$ cat src/logic/stb_pkg.sv
// Constants and types shared by the slow time base counter
package stb_pkg;

  // ****************************************
  // Register offsets
  // ****************************************
  localparam logic [7:0] OFS_COUNT = 8'h00;
  localparam logic [7:0] OFS_TRIM  = 8'h04;
  localparam logic [7:0] OFS_SEL   = 8'h08;
  localparam logic [7:0] OFS_STAT  = 8'h0C;
  localparam logic [7:0] OFS_RTC   = 8'h10;
  localparam logic [7:0] OFS_MASK  = 8'h14;

  // ****************************************
  // Sizes and field positions
  // ****************************************
  localparam int NUM_TAPS    = 8;
  localparam int NUM_IRQ     = 3;
  localparam int CNT_W       = 15;
  localparam int TAP_LSB     = 7;
  localparam int TAP_2HZ     = 6;
  localparam int TAP_1HZ     = 7;
  localparam int SEL_W       = 4;
  localparam int MAG_W       = 12;
  localparam int SIGN_POS    = 12;
  localparam int OUT_SEL_POS = 16;
  localparam int ACC_W       = 23;

  // ****************************************
  // Codes and reset values
  // ****************************************
  localparam logic [SEL_W-1:0] SEL_OFF = 4'h8;

  typedef struct packed {
    logic                            out_2hz;
    logic [NUM_IRQ-1:0][SEL_W-1:0]   sel;
  } stb_cfg_type;

  typedef struct packed {
    logic             sign;
    logic [MAG_W-1:0] mag;
  } stb_trim_type;

  localparam stb_cfg_type  CFG_RESET  = 13'h0888;
  localparam stb_trim_type TRIM_RESET = 13'h0000;

endpackage

$ cat src/logic/stb_top.sv
// Slow time base counter with APB registers, trim and tick interrupts
`timescale 1ns/1ps

// How it works
// - Divide slow clock into eight binary taps
// - Three interrupts, each picks any tap
// - Main and RTC tap pins carry 1/2 Hz
// - Trim spans about plus/minus 488 ppm
// - RTC gets selected 1 or 2 Hz tick
// - Count register reads eight taps, rest zero
// - Any count write clears whole counter
// - Clearing may create tap falls and interrupts
// - Trim bit 12 is sign, one slows
// - Trim bits 11..0 magnitude, resets zero
// - RTC tap register is read only
// - Select register resets with interrupts disabled
// - Status register reports tick interrupts, resets zero
// - Count from zero on slow clock falls
// - Interrupt on falling edge of chosen tap
// - Codes 0..7 pick taps, 8 disables
// - Status bit set by event, write one clears
module stb_top
  import stb_pkg::*;
#(
  parameter int ACC_WIDTH = ACC_W
)(
  input  wire logic               pclk,
  input  wire logic               presetn,
  input  wire logic               psel,
  input  wire logic               penable,
  input  wire logic               pwrite,
  input  wire logic [7:0]         paddr,
  input  wire logic [31:0]        pwdata,
  output      logic [31:0]        prdata,
  output      logic               pready,
  output      logic               pslverr,
  input  wire logic               slow_clock,
  input  wire logic               rtc_clear,
  output      logic               tick_out_main,
  output      logic               tick_out_rtc,
  output      logic               rtc_tick,
  output      logic [NUM_IRQ-1:0] tick_irq,
  output      logic               irq
);

  // ****************************************
  // Slow clock synchroniser
  // ****************************************
  logic slow_meta_q;
  logic slow_sync_q;
  logic slow_prev_q;
  wire  slow_fall = slow_prev_q & ~slow_sync_q;

  always_ff @(posedge pclk or negedge presetn)
  begin
    if (!presetn)
    begin
      slow_meta_q <= 1'b0;
      slow_sync_q <= 1'b0;
      slow_prev_q <= 1'b0;
    end
    else
    begin
      slow_meta_q <= slow_clock;
      slow_sync_q <= slow_meta_q;
      slow_prev_q <= slow_sync_q;
    end
  end

  // ****************************************
  // Register decode
  // ****************************************
  stb_cfg_type          cfg_q;
  stb_trim_type         trim_q;
  logic [NUM_IRQ-1:0]   stat_q;
  logic [NUM_IRQ-1:0]   stat_d;
  logic [NUM_IRQ-1:0]   mask_q;
  logic [31:0]          prdata_q;

  wire wr_en    = psel & penable & pwrite;
  wire rd_take  = psel & ~penable & ~pwrite;
  wire hit_cnt  = paddr == OFS_COUNT;
  wire hit_trim = paddr == OFS_TRIM;
  wire hit_sel  = paddr == OFS_SEL;
  wire hit_stat = paddr == OFS_STAT;
  wire hit_rtc  = paddr == OFS_RTC;
  wire hit_mask = paddr == OFS_MASK;
  wire addr_ok  = hit_cnt | hit_trim | hit_sel | hit_stat | hit_rtc | hit_mask;
  wire count_wr = wr_en & hit_cnt;
  wire [NUM_IRQ-1:0] stat_clr = (wr_en & hit_stat) ? pwdata[NUM_IRQ-1:0] : '0;

  // ****************************************
  // Trim accumulator
  // ****************************************
  logic [ACC_WIDTH-1:0] acc_q;
  wire  [ACC_WIDTH:0]   acc_sum = {1'b0, acc_q} + (ACC_WIDTH+1)'(trim_q.mag);
  wire                  carry   = acc_sum[ACC_WIDTH];
  logic [1:0]           step;

  // Carry drops a count when negative, doubles one when positive
  assign step = !slow_fall ? 2'd0 :
                !carry     ? 2'd1 :
                trim_q.sign ? 2'd0 : 2'd2;

  always_ff @(posedge pclk or negedge presetn)
  begin
    if (!presetn)
      acc_q <= '0;
    else if (slow_fall)
      acc_q <= acc_sum[ACC_WIDTH-1:0];
  end

  // ****************************************
  // Main and RTC counters
  // ****************************************
  logic [CNT_W-1:0]    cnt_q;
  logic [CNT_W-1:0]    rtc_q;
  logic [NUM_TAPS-1:0] taps_prev_q;
  wire  [CNT_W-1:0]    cnt_d = count_wr ? '0 : cnt_q + CNT_W'(step);
  wire  [CNT_W-1:0]    rtc_d = rtc_clear ? '0 : rtc_q + CNT_W'(step);
  wire  [NUM_TAPS-1:0] taps     = cnt_q[TAP_LSB +: NUM_TAPS];
  wire  [NUM_TAPS-1:0] rtc_taps = rtc_q[TAP_LSB +: NUM_TAPS];
  wire  [NUM_TAPS-1:0] tap_fall = taps_prev_q & ~taps;

  always_ff @(posedge pclk or negedge presetn)
  begin
    if (!presetn)
    begin
      cnt_q       <= '0;
      rtc_q       <= '0;
      taps_prev_q <= '0;
    end
    else
    begin
      cnt_q       <= cnt_d;
      rtc_q       <= rtc_d;
      taps_prev_q <= taps;
    end
  end

  // ****************************************
  // Tick interrupts
  // ****************************************
  logic [NUM_IRQ-1:0] irq_hit;
  logic [NUM_IRQ-1:0] tick_irq_q;

  genvar gi;
  generate
    for (gi = 0; gi < NUM_IRQ; gi++)
    begin : g_irq
      wire [SEL_W-1:0] code = cfg_q.sel[gi];
      // Codes above the tap range never fire
      assign irq_hit[gi] = (code < SEL_OFF) & tap_fall[code[2:0]];
    end
  endgenerate

  // Set wins over a simultaneous clear
  assign stat_d = (stat_q & ~stat_clr) | irq_hit;

  always_ff @(posedge pclk or negedge presetn)
  begin
    if (!presetn)
    begin
      stat_q     <= '0;
      tick_irq_q <= '0;
    end
    else
    begin
      stat_q     <= stat_d;
      tick_irq_q <= irq_hit;
    end
  end

  assign tick_irq = tick_irq_q;
  assign irq      = |(stat_q & mask_q);

  // ****************************************
  // Configuration registers
  // ****************************************
  always_ff @(posedge pclk or negedge presetn)
  begin
    if (!presetn)
    begin
      cfg_q  <= CFG_RESET;
      trim_q <= TRIM_RESET;
      mask_q <= '0;
    end
    else if (wr_en)
    begin
      if (hit_sel)
        cfg_q <= {pwdata[OUT_SEL_POS], pwdata[NUM_IRQ*SEL_W-1:0]};
      if (hit_trim)
        trim_q <= pwdata[SIGN_POS:0];
      if (hit_mask)
        mask_q <= pwdata[NUM_IRQ-1:0];
    end
  end

  // ****************************************
  // Read path
  // ****************************************
  wire [31:0] sel_word = 32'({cfg_q.out_2hz, 4'h0, cfg_q.sel});
  wire [31:0] rd_data  = hit_cnt  ? 32'(taps) :
                         hit_trim ? 32'(trim_q) :
                         hit_sel  ? sel_word :
                         hit_stat ? 32'(stat_q) :
                         hit_rtc  ? 32'(rtc_taps) :
                         hit_mask ? 32'(mask_q) : 32'h0000_0000;

  always_ff @(posedge pclk or negedge presetn)
  begin
    if (!presetn)
      prdata_q <= '0;
    else if (rd_take)
      prdata_q <= rd_data;
  end

  assign prdata  = prdata_q;
  assign pready  = 1'b1;
  assign pslverr = psel & penable & ~addr_ok;

  // ****************************************
  // Tick outputs
  // ****************************************
  logic main_q;
  logic rtc_out_q;

  always_ff @(posedge pclk or negedge presetn)
  begin
    if (!presetn)
    begin
      main_q    <= 1'b0;
      rtc_out_q <= 1'b0;
    end
    else
    begin
      main_q    <= cfg_q.out_2hz ? taps[TAP_2HZ] : taps[TAP_1HZ];
      rtc_out_q <= cfg_q.out_2hz ? rtc_taps[TAP_2HZ] : rtc_taps[TAP_1HZ];
    end
  end

  assign tick_out_main = main_q;
  assign tick_out_rtc  = rtc_out_q;
  assign rtc_tick      = rtc_out_q;
endmodule

$ cat config.mk
export PLATFORM = sky130hd
export DESIGN_NAME = stb_top
export DESIGN_NICKNAME = d
export VERILOG_FILES = /design/src/logic/stb_pkg.sv /design/src/logic/stb_top.sv
export SDC_FILE = /design/constraint.sdc
export NUM_CORES = 1
export LEC_CHECK = 0
export ABC_AREA = 1
export ABC_CLOCK_PERIOD_IN_PS = 4900
export BUFFER_PORTS_ARGS = -buffer_cell sky130_fd_sc_hd__clkbuf_2
export CAP_MARGIN = 25
export CORE_MARGIN = 3
export CORE_UTILIZATION = 60
export DETAILED_ROUTE_END_ITERATION = 16
export GPL_ROUTABILITY_DRIVEN = 0
export PLACE_DENSITY = 0.84
export SLEW_MARGIN = 10
export SYNTH_ARGS = -nofsm -noshare
export SYNTH_HDL_FRONTEND = slang
export SYNTH_SLANG_ARGS = --single-unit
$ cat constraint.sdc
create_clock -name pclk -period 4.9 [get_ports pclk]
set_input_delay 0.735 -clock pclk [delete_from_list [all_inputs] [get_ports pclk]]
set_output_delay 0.735 -clock pclk [all_outputs]
set_load 0.01 [all_outputs]
==> out/results.ini, run 1 <==
[sta]
rsz0062_at_grt = no
skew_ns = 0.00971
worst_hold_slack_ns = 0.123
max-slew-margin-rel_pct = 39.4
timing.final.crit_period_ns = 3.09
tightest_slew_ns = 0.902
timing.final.crit_share_pct = 63.0
setup_viol = 0
fmax_ghz = 0.324
setup_tns_ns = 0
maxSlewViolCount = 0
hold_viol = 0

[floorplanning]
dieArea_um2 = 11700
die_w_um = 108
num_rows = 36
core_area_um2 = 9950
die_h_um = 108
initial_core_util_pct = 62.7
io_pins = 88

[clock_network]
numClockSinks = 115
cts_made_buffers = 17
cts_root_buf = clkbuf_8
cts.repair.resized = 0
htreeDepth = 4
path_clk_slew_ns = 0.06
cts_setup_buffers = 0
clock_path_buffers = 2
holdBufCountCts = 0
cts_tree = built
clock_latency_ns = 0.53

[critical_path]
cp_max_fo = 23
critPathLaunchType = register
critPathArrivalTime_ns = 3.49
critPathCaptureType = register
crit_type = register to register
crit_required_ns = 5.30

[logic_synthesis]
synthFlopType = dfrtp_1
ys_warn_count = 0
synthArstFlopShare_pct = 100
synth_area_per_cell_um2 = 8.26
ys_ff_latch = 115
synth_common_cells = nand2_1, dfrtp_1, inv_1
syn-instance-count = 755
yosysTopAreaCell = dfrtp_1
synth_cell_types = 46
netlist.area_leader.share_pct = 44.9
synth.cell_area_um2 = 6240
synth.area.top_cells = dfrtp_1, nand2_1, inv_1
synth-edff-count = 0
synth.most_common_cell = nand2_1
yosysSeqAreaShare_pct = 46.2

[detailed_routing]
final_antenna_net_count = 0
post_drt_wl_per_cell_um = 15.6
drt_iter0_markers = 366
avgViaCountPerCell = 5.58
wl_um = 14900
drc = 0
first_pass_iters = 5
dr_total_vias = 5352

[power]
p_per_area_nw_per_um2 = 373
p_leak_nw = 3.50
peakVddDrop_mv = 0.294

[global_route]
grt_pass1_vias = 5204
grt_max_degree = 77
grt_usage_pct = 28.0
grt_use_met3_pct = 7.16
antenna_found_initial = 0
met1_usage_pct = 37.3
overflow = 0
grt_use_met2_pct = 42.7
grt_pass1_wl_um = 25100
busiest_layer = met2

[finish]
area_growth_pct = 14.0
drive_gt1_share_pct = 14.8
antenna_cells = 0
layout.nets = 877

[placed_design]
place_hpwl_um = 10700
port-buffer-count = 50

[job]
max_cap_viol_count = 0

[outcome]
status = finished, final reports clean

[worst_hold_path]
min_path_type = input port to asynchronous set/reset pin

[path summary, 6_finish.rpt]
| path | cells after the start | slack (ns) | start | endpoint |
|---|---|---|---|---|
| hold reg to reg | 0 | 0.35 | slow_meta_q | slow_sync_q |
| min in group pclk | 1 | 0.31 | slow_clock | slow_meta_q |
| setup / recovery | 12 | 1.81 | slow_sync_q | cnt_q[8] |
| max in group asynchronous | 2 | 3.93 | presetn | g_irq[1].code[3] |
| hold / removal | 1 | 0.12 | presetn | acc_q[5] |
| setup reg to reg | 12 | 1.81 | slow_sync_q | cnt_q[8] |
[critical path, stage by stage, from the launching register on]
cell      delay (ns)
dfrtp_1         0.38
nor2_2          0.52
inv_1           0.49
a31oi_1         0.55
ha_1            0.27
ha_1            0.14
inv_1           0.07
nand2_4         0.10
nand2_4         0.08
nor2_2          0.16
nand3b_1        0.10
nand2_1         0.07
nor2_1          0.04
[registers in the layout, summed over array words and instances, names as in the netlist, 3 cells and up]
signal / count
acc_q: 23
cnt_q: 15
g_irq.code: 12
mask_q: 3
prdata: 14
rtc_q: 15
stat_q: 3
taps_prev_q: 8
tick_irq: 3
trim_q: 13
[cell families (layout without fill, tap and decap cells)]
logic type      Yosys count  after routing  share of synthesized area (%)
simple gates            328            328                           25.0
buf+inv                 135            189                           9.35
compound gates          133            133                           12.3
flops                   115            115                           46.2
xor+xnor                 23             23                           3.23
fa+ha+maj                17             17                           3.53
other cells               2             19                          0.120
mux                       2              2                          0.361
[report_power, final]
group          switching [mW]  internal (mW)  total (mW)
clock network           0.418          0.721        1.14
logic                   0.268          0.134       0.402
registers              0.0723           1.04        1.11
total                   0.758           1.90        2.65
[area by class of cell]
class / count / area (µm²)
clock inverters: 6 / 55.1
well taps: 133 / 166
repair buffers: 52 / 288
clock buffers: 26 / 488
inverters: 105 / 394
fillers: 751 / 2840
multi-input cells: 522 / 2840
flip-flops and latches: 115 / 2880
[placed cells by master (no fill, tap or decap), types with 4 or more instances in the layout]
cell type	instances
inv_1	102
o31ai_1	4
clkbuf_8	5
a21oi_1	29
nor2_1	60
clkbuf_16	16
a32oi_1	4
clkbuf_1	5
ha_1	16
o211ai_1	5
nand2_1	166
o22ai_1	4
dfrtp_1	112
nand4_1	10
nor3_1	18
nor2_2	5
clkinv_2	5
conb_1	19
clkbuf_2	49
o21ai_0	60
xor2_1	14
o21ai_1	8
a31oi_1	4
nand3_1	30
nor2_4	7
nand2_2	10
nand2_4	4
nor4_1	8
xnor2_1	9
[routing by layer]
layer | share of wire (%) | vias up | wire length, µm
met5 | 0 | - | 0
met4 | 3.9 | 0 | 576
met3 | 7.4 | 46 | 1100
met2 | 46 | 251 | 6910
met1 | 43 | 2503 | 6350
li1 | - | 2552 | -
[stage by stage]
| step | utilization [%] | instance area (µm²) | instances | setup WS (ns) | power [mW] |
|---|---|---|---|---|---|
| after floorplan | - | 6300 | 772 | 2.32 | 1.40 |
| after global placement | 65.7 | 6540 | 926 | 1.83 | 1.50 |
| after detailed placement | 65.7 | 6540 | 926 | 1.72 | 1.52 |
| after CTS | 71.2 | 7080 | 958 | 1.87 | 2.66 |
| after global routing | 71.4 | 7110 | 959 | 1.59 | 2.78 |
| final | 71.4 | 7110 | 959 | 1.81 | 2.65 |
Note: power is estimated with default switching activity, not from simulation.
==> run 2, diff against run 1 <==
--- a/config.mk
+++ b/config.mk
@@ -5,15 +5,15 @@
 export SDC_FILE = /design/constraint.sdc
 export NUM_CORES = 1
 export LEC_CHECK = 0
-export ABC_AREA = 1
-export ABC_CLOCK_PERIOD_IN_PS = 4900
+export ABC_AREA = 0
+export ABC_CLOCK_PERIOD_IN_PS = 2600
 export BUFFER_PORTS_ARGS = -buffer_cell sky130_fd_sc_hd__clkbuf_2
 export CAP_MARGIN = 25
 export CORE_MARGIN = 3
-export CORE_UTILIZATION = 60
+export CORE_UTILIZATION = 52
 export DETAILED_ROUTE_END_ITERATION = 16
 export GPL_ROUTABILITY_DRIVEN = 0
-export PLACE_DENSITY = 0.84
+export PLACE_DENSITY = 0.77
 export SLEW_MARGIN = 10
 export SYNTH_ARGS = -nofsm -noshare
 export SYNTH_HDL_FRONTEND = slang
==> constraint.sdc (replaced) <==
create_clock -name pclk -period 2.6 [get_ports pclk]
set_input_delay 0.39 -clock pclk [delete_from_list [all_inputs] [get_ports pclk]]
set_output_delay 0.39 -clock pclk [all_outputs]
set_load 0.01 [all_outputs]
==> out/results.ini, run 2 <==
[critical_path]
crit_required_ns = 2.90
critPathLaunchType = register
critPathArrivalTime_ns = 3.23
cp_max_fo = 7
critPathCaptureType = register
crit_cells = 12
max_stage_delay_ns = 0.41
path_cells = ha_4 > o211ai_1 > o211ai_1 > buf_4 > buf_4 > and3_4 > o21ai_4 > xnor2_2 > ha_4 > nand3_2 > o21ai_2 > mux2_4
crit_family = compound AO/OA/AOI/OAI gates
cp_num_buf_inv = 2
crit_type = register to register
reg2reg_depth = 12
crit_slowest_cell = dfrtp_1

[floorplanning]
initial_core_util_pct = 54.6
num_rows = 39
dieArea_um2 = 13700
io_pins = 88
die_w_um = 117
die_h_um = 117
core_area_um2 = 11700

[sta]
tightest_slew_ns = 0.687
rsz0062_at_grt = yes
timing.final.crit_share_pct = 113
setup_viol = 26
setup_tns_ns = -6.43
maxSlewViolCount = 0
timing.final.crit_period_ns = 2.93
hold_viol = 0
max-slew-margin-rel_pct = 54.2
worst_hold_slack_ns = 0.00683
skew_ns = 0.00772
setup_slack_ns = -0.330
fmax_ghz = 0.341

[logic_synthesis]
yosysSeqAreaShare_pct = 45.1
ys_ff_latch = 115
synth.most_common_cell = dfrtp_1
synth.cell_area_um2 = 6390
ys_warn_count = 0
synthFlopType = dfrtp_1
synth_common_cells = dfrtp_1, nand2_1, mux2_2
netlist.area_leader.share_pct = 43.8
synth-edff-count = 0
synthArstFlopShare_pct = 100
synth.area.top_cells = dfrtp_1, mux2_2, nand2_1
yosysTopAreaCell = dfrtp_1
syn-instance-count = 615
synth_area_per_cell_um2 = 10.4
synth_cell_types = 70

[global_route]
grt_pass1_wl_um = 29900
overflow = 0
grt_usage_pct = 28.7
antenna_found_initial = 0
grt_max_degree = 50
grt_pass1_vias = 5627

[finish]
nFillCells = 714
area_growth_pct = 31.3
fin_area_um2 = 8400
regMostFlops = acc_q
stdcell_count = 890
final_common_cell = dfrtp_1
largestRegisters = acc_q (23), cnt_q (15), rtc_q (15)
layout_common_cells = dfrtp_1, buf_4, nand2_1
layout.nets = 798
seqCellArea_um2 = 2880
largest_reg_flops = 23
drive_gt1_share_pct = 38.6
multi_input_area_um2 = 3820
antenna_cells = 0

[placed_design]
port-buffer-count = 50
placed_cell_area_um2 = 7200
place_inst = 847
place_hpwl_um = 11700

[worst_hold_path]
min_path_type = input port to asynchronous set/reset pin

[outcome]
status = complete, but fails checks
violations = setup timing

[clock_network]
cts_root_buf = clkbuf_16
cts_made_buffers = 17
clock_path_buffers = 2
clock_latency_ns = 0.42
numClockSinks = 115
htreeDepth = 4
holdBufCountCts = 0
path_clk_slew_ns = 0.06
cts_tree = built

[detailed_routing]
wl_um = 19700
dr_total_vias = 5672
drt_iter0_markers = 781
final_antenna_net_count = 0
first_pass_iters = 6
drc = 0
avgViaCountPerCell = 6.37
post_drt_wl_per_cell_um = 22.2

[power]
power_mw = 5.74
p_leak_nw = 3.91
p_per_area_nw_per_um2 = 683
peakVddDrop_mv = 0.451

[job]
max_cap_viol_count = 0

## run 2: changes by cell type in the layout (fill, tap and decap cells not counted), sizes merged, moves of 10 or more
cell	change
a21oi	-10
buf	+72
inv	-95
mux2	+43
mux2i	+21
nand2	-120
nor2	-28
nor2b	+24
o21ai	-37
or2b	+10
## run 2: per-layer routing
layer / wire [µm] / share of wire (%) / up-vias / track usage (%)
met5: 0 / 0 / - / 0
met4: 1120 / 5.7 / 0 / 13.6
met3: 1470 / 7.5 / 103 / 5.35
met2: 9670 / 49 / 356 / 49.7
met1: 7480 / 38 / 2777 / 34.7
li1: - / - / 2436 / -
## run 2: final cells by class
cell class | instances | area share, %
Clock inverter | 9 | 1.79
Timing Repair Buffer | 124 | 10.0
Tap cell | 143 | 2.13
Sequential cell | 115 | 34.3
Multi-Input combinational cell | 466 | 45.4
Inverter | 10 | 0.447
Clock buffer | 23 | 5.81
## run 2: where the power goes
part / switching [mW] / internal (mW) / total [mW]
Clock: 0.839 / 1.70 / 2.54
Combinational: 0.560 / 0.456 / 1.02
Sequential: 0.200 / 1.98 / 2.18
## run 2: final timing paths
check / from / end / slack, ns
worst max register to register: acc_q[2] / rtc_q[6] / -0.33
worst min register to register: slow_meta_q / slow_sync_q / 0.36
worst min-delay path: presetn / trim_q[11] / 0.007
worst max-delay path: acc_q[2] / rtc_q[6] / -0.33
min in group pclk: slow_clock / slow_meta_q / 0.08
max in group asynchronous: presetn / rtc_q[4] / 1.77
## run 2: repair_timing
action / 4_1_cts / 5_1_grt
resized for setup: 61 / 34
setup endpoints to repair: 27 / 31
pin swaps: 26 / 26
cloned: 0 / 0
buffers inserted: 8 / 5
## run 2: through the flow
stage          setup slack (ns)  utilization, %
2_1_floorplan           -0.0706               -
3_3_place_gp             -0.270            61.5
3_5_place_dp             -0.352            61.5
4_1_cts                  -0.154            70.1
5_1_grt                  -0.401            71.7
6_report                 -0.330            71.7
## run 2: cell families after synthesis
logic type	count (synthesis)	synth area share, %
AO/OA/AOI/OAI	117	12.3
XOR/XNOR	19	2.60
adder cells (fa/ha/maj)	17	3.44
buffers and inverters	51	4.62
flip-flops	115	45.1
multiplexers	72	13.3
other	2	0.117
AND/OR/NAND/NOR	222	18.5
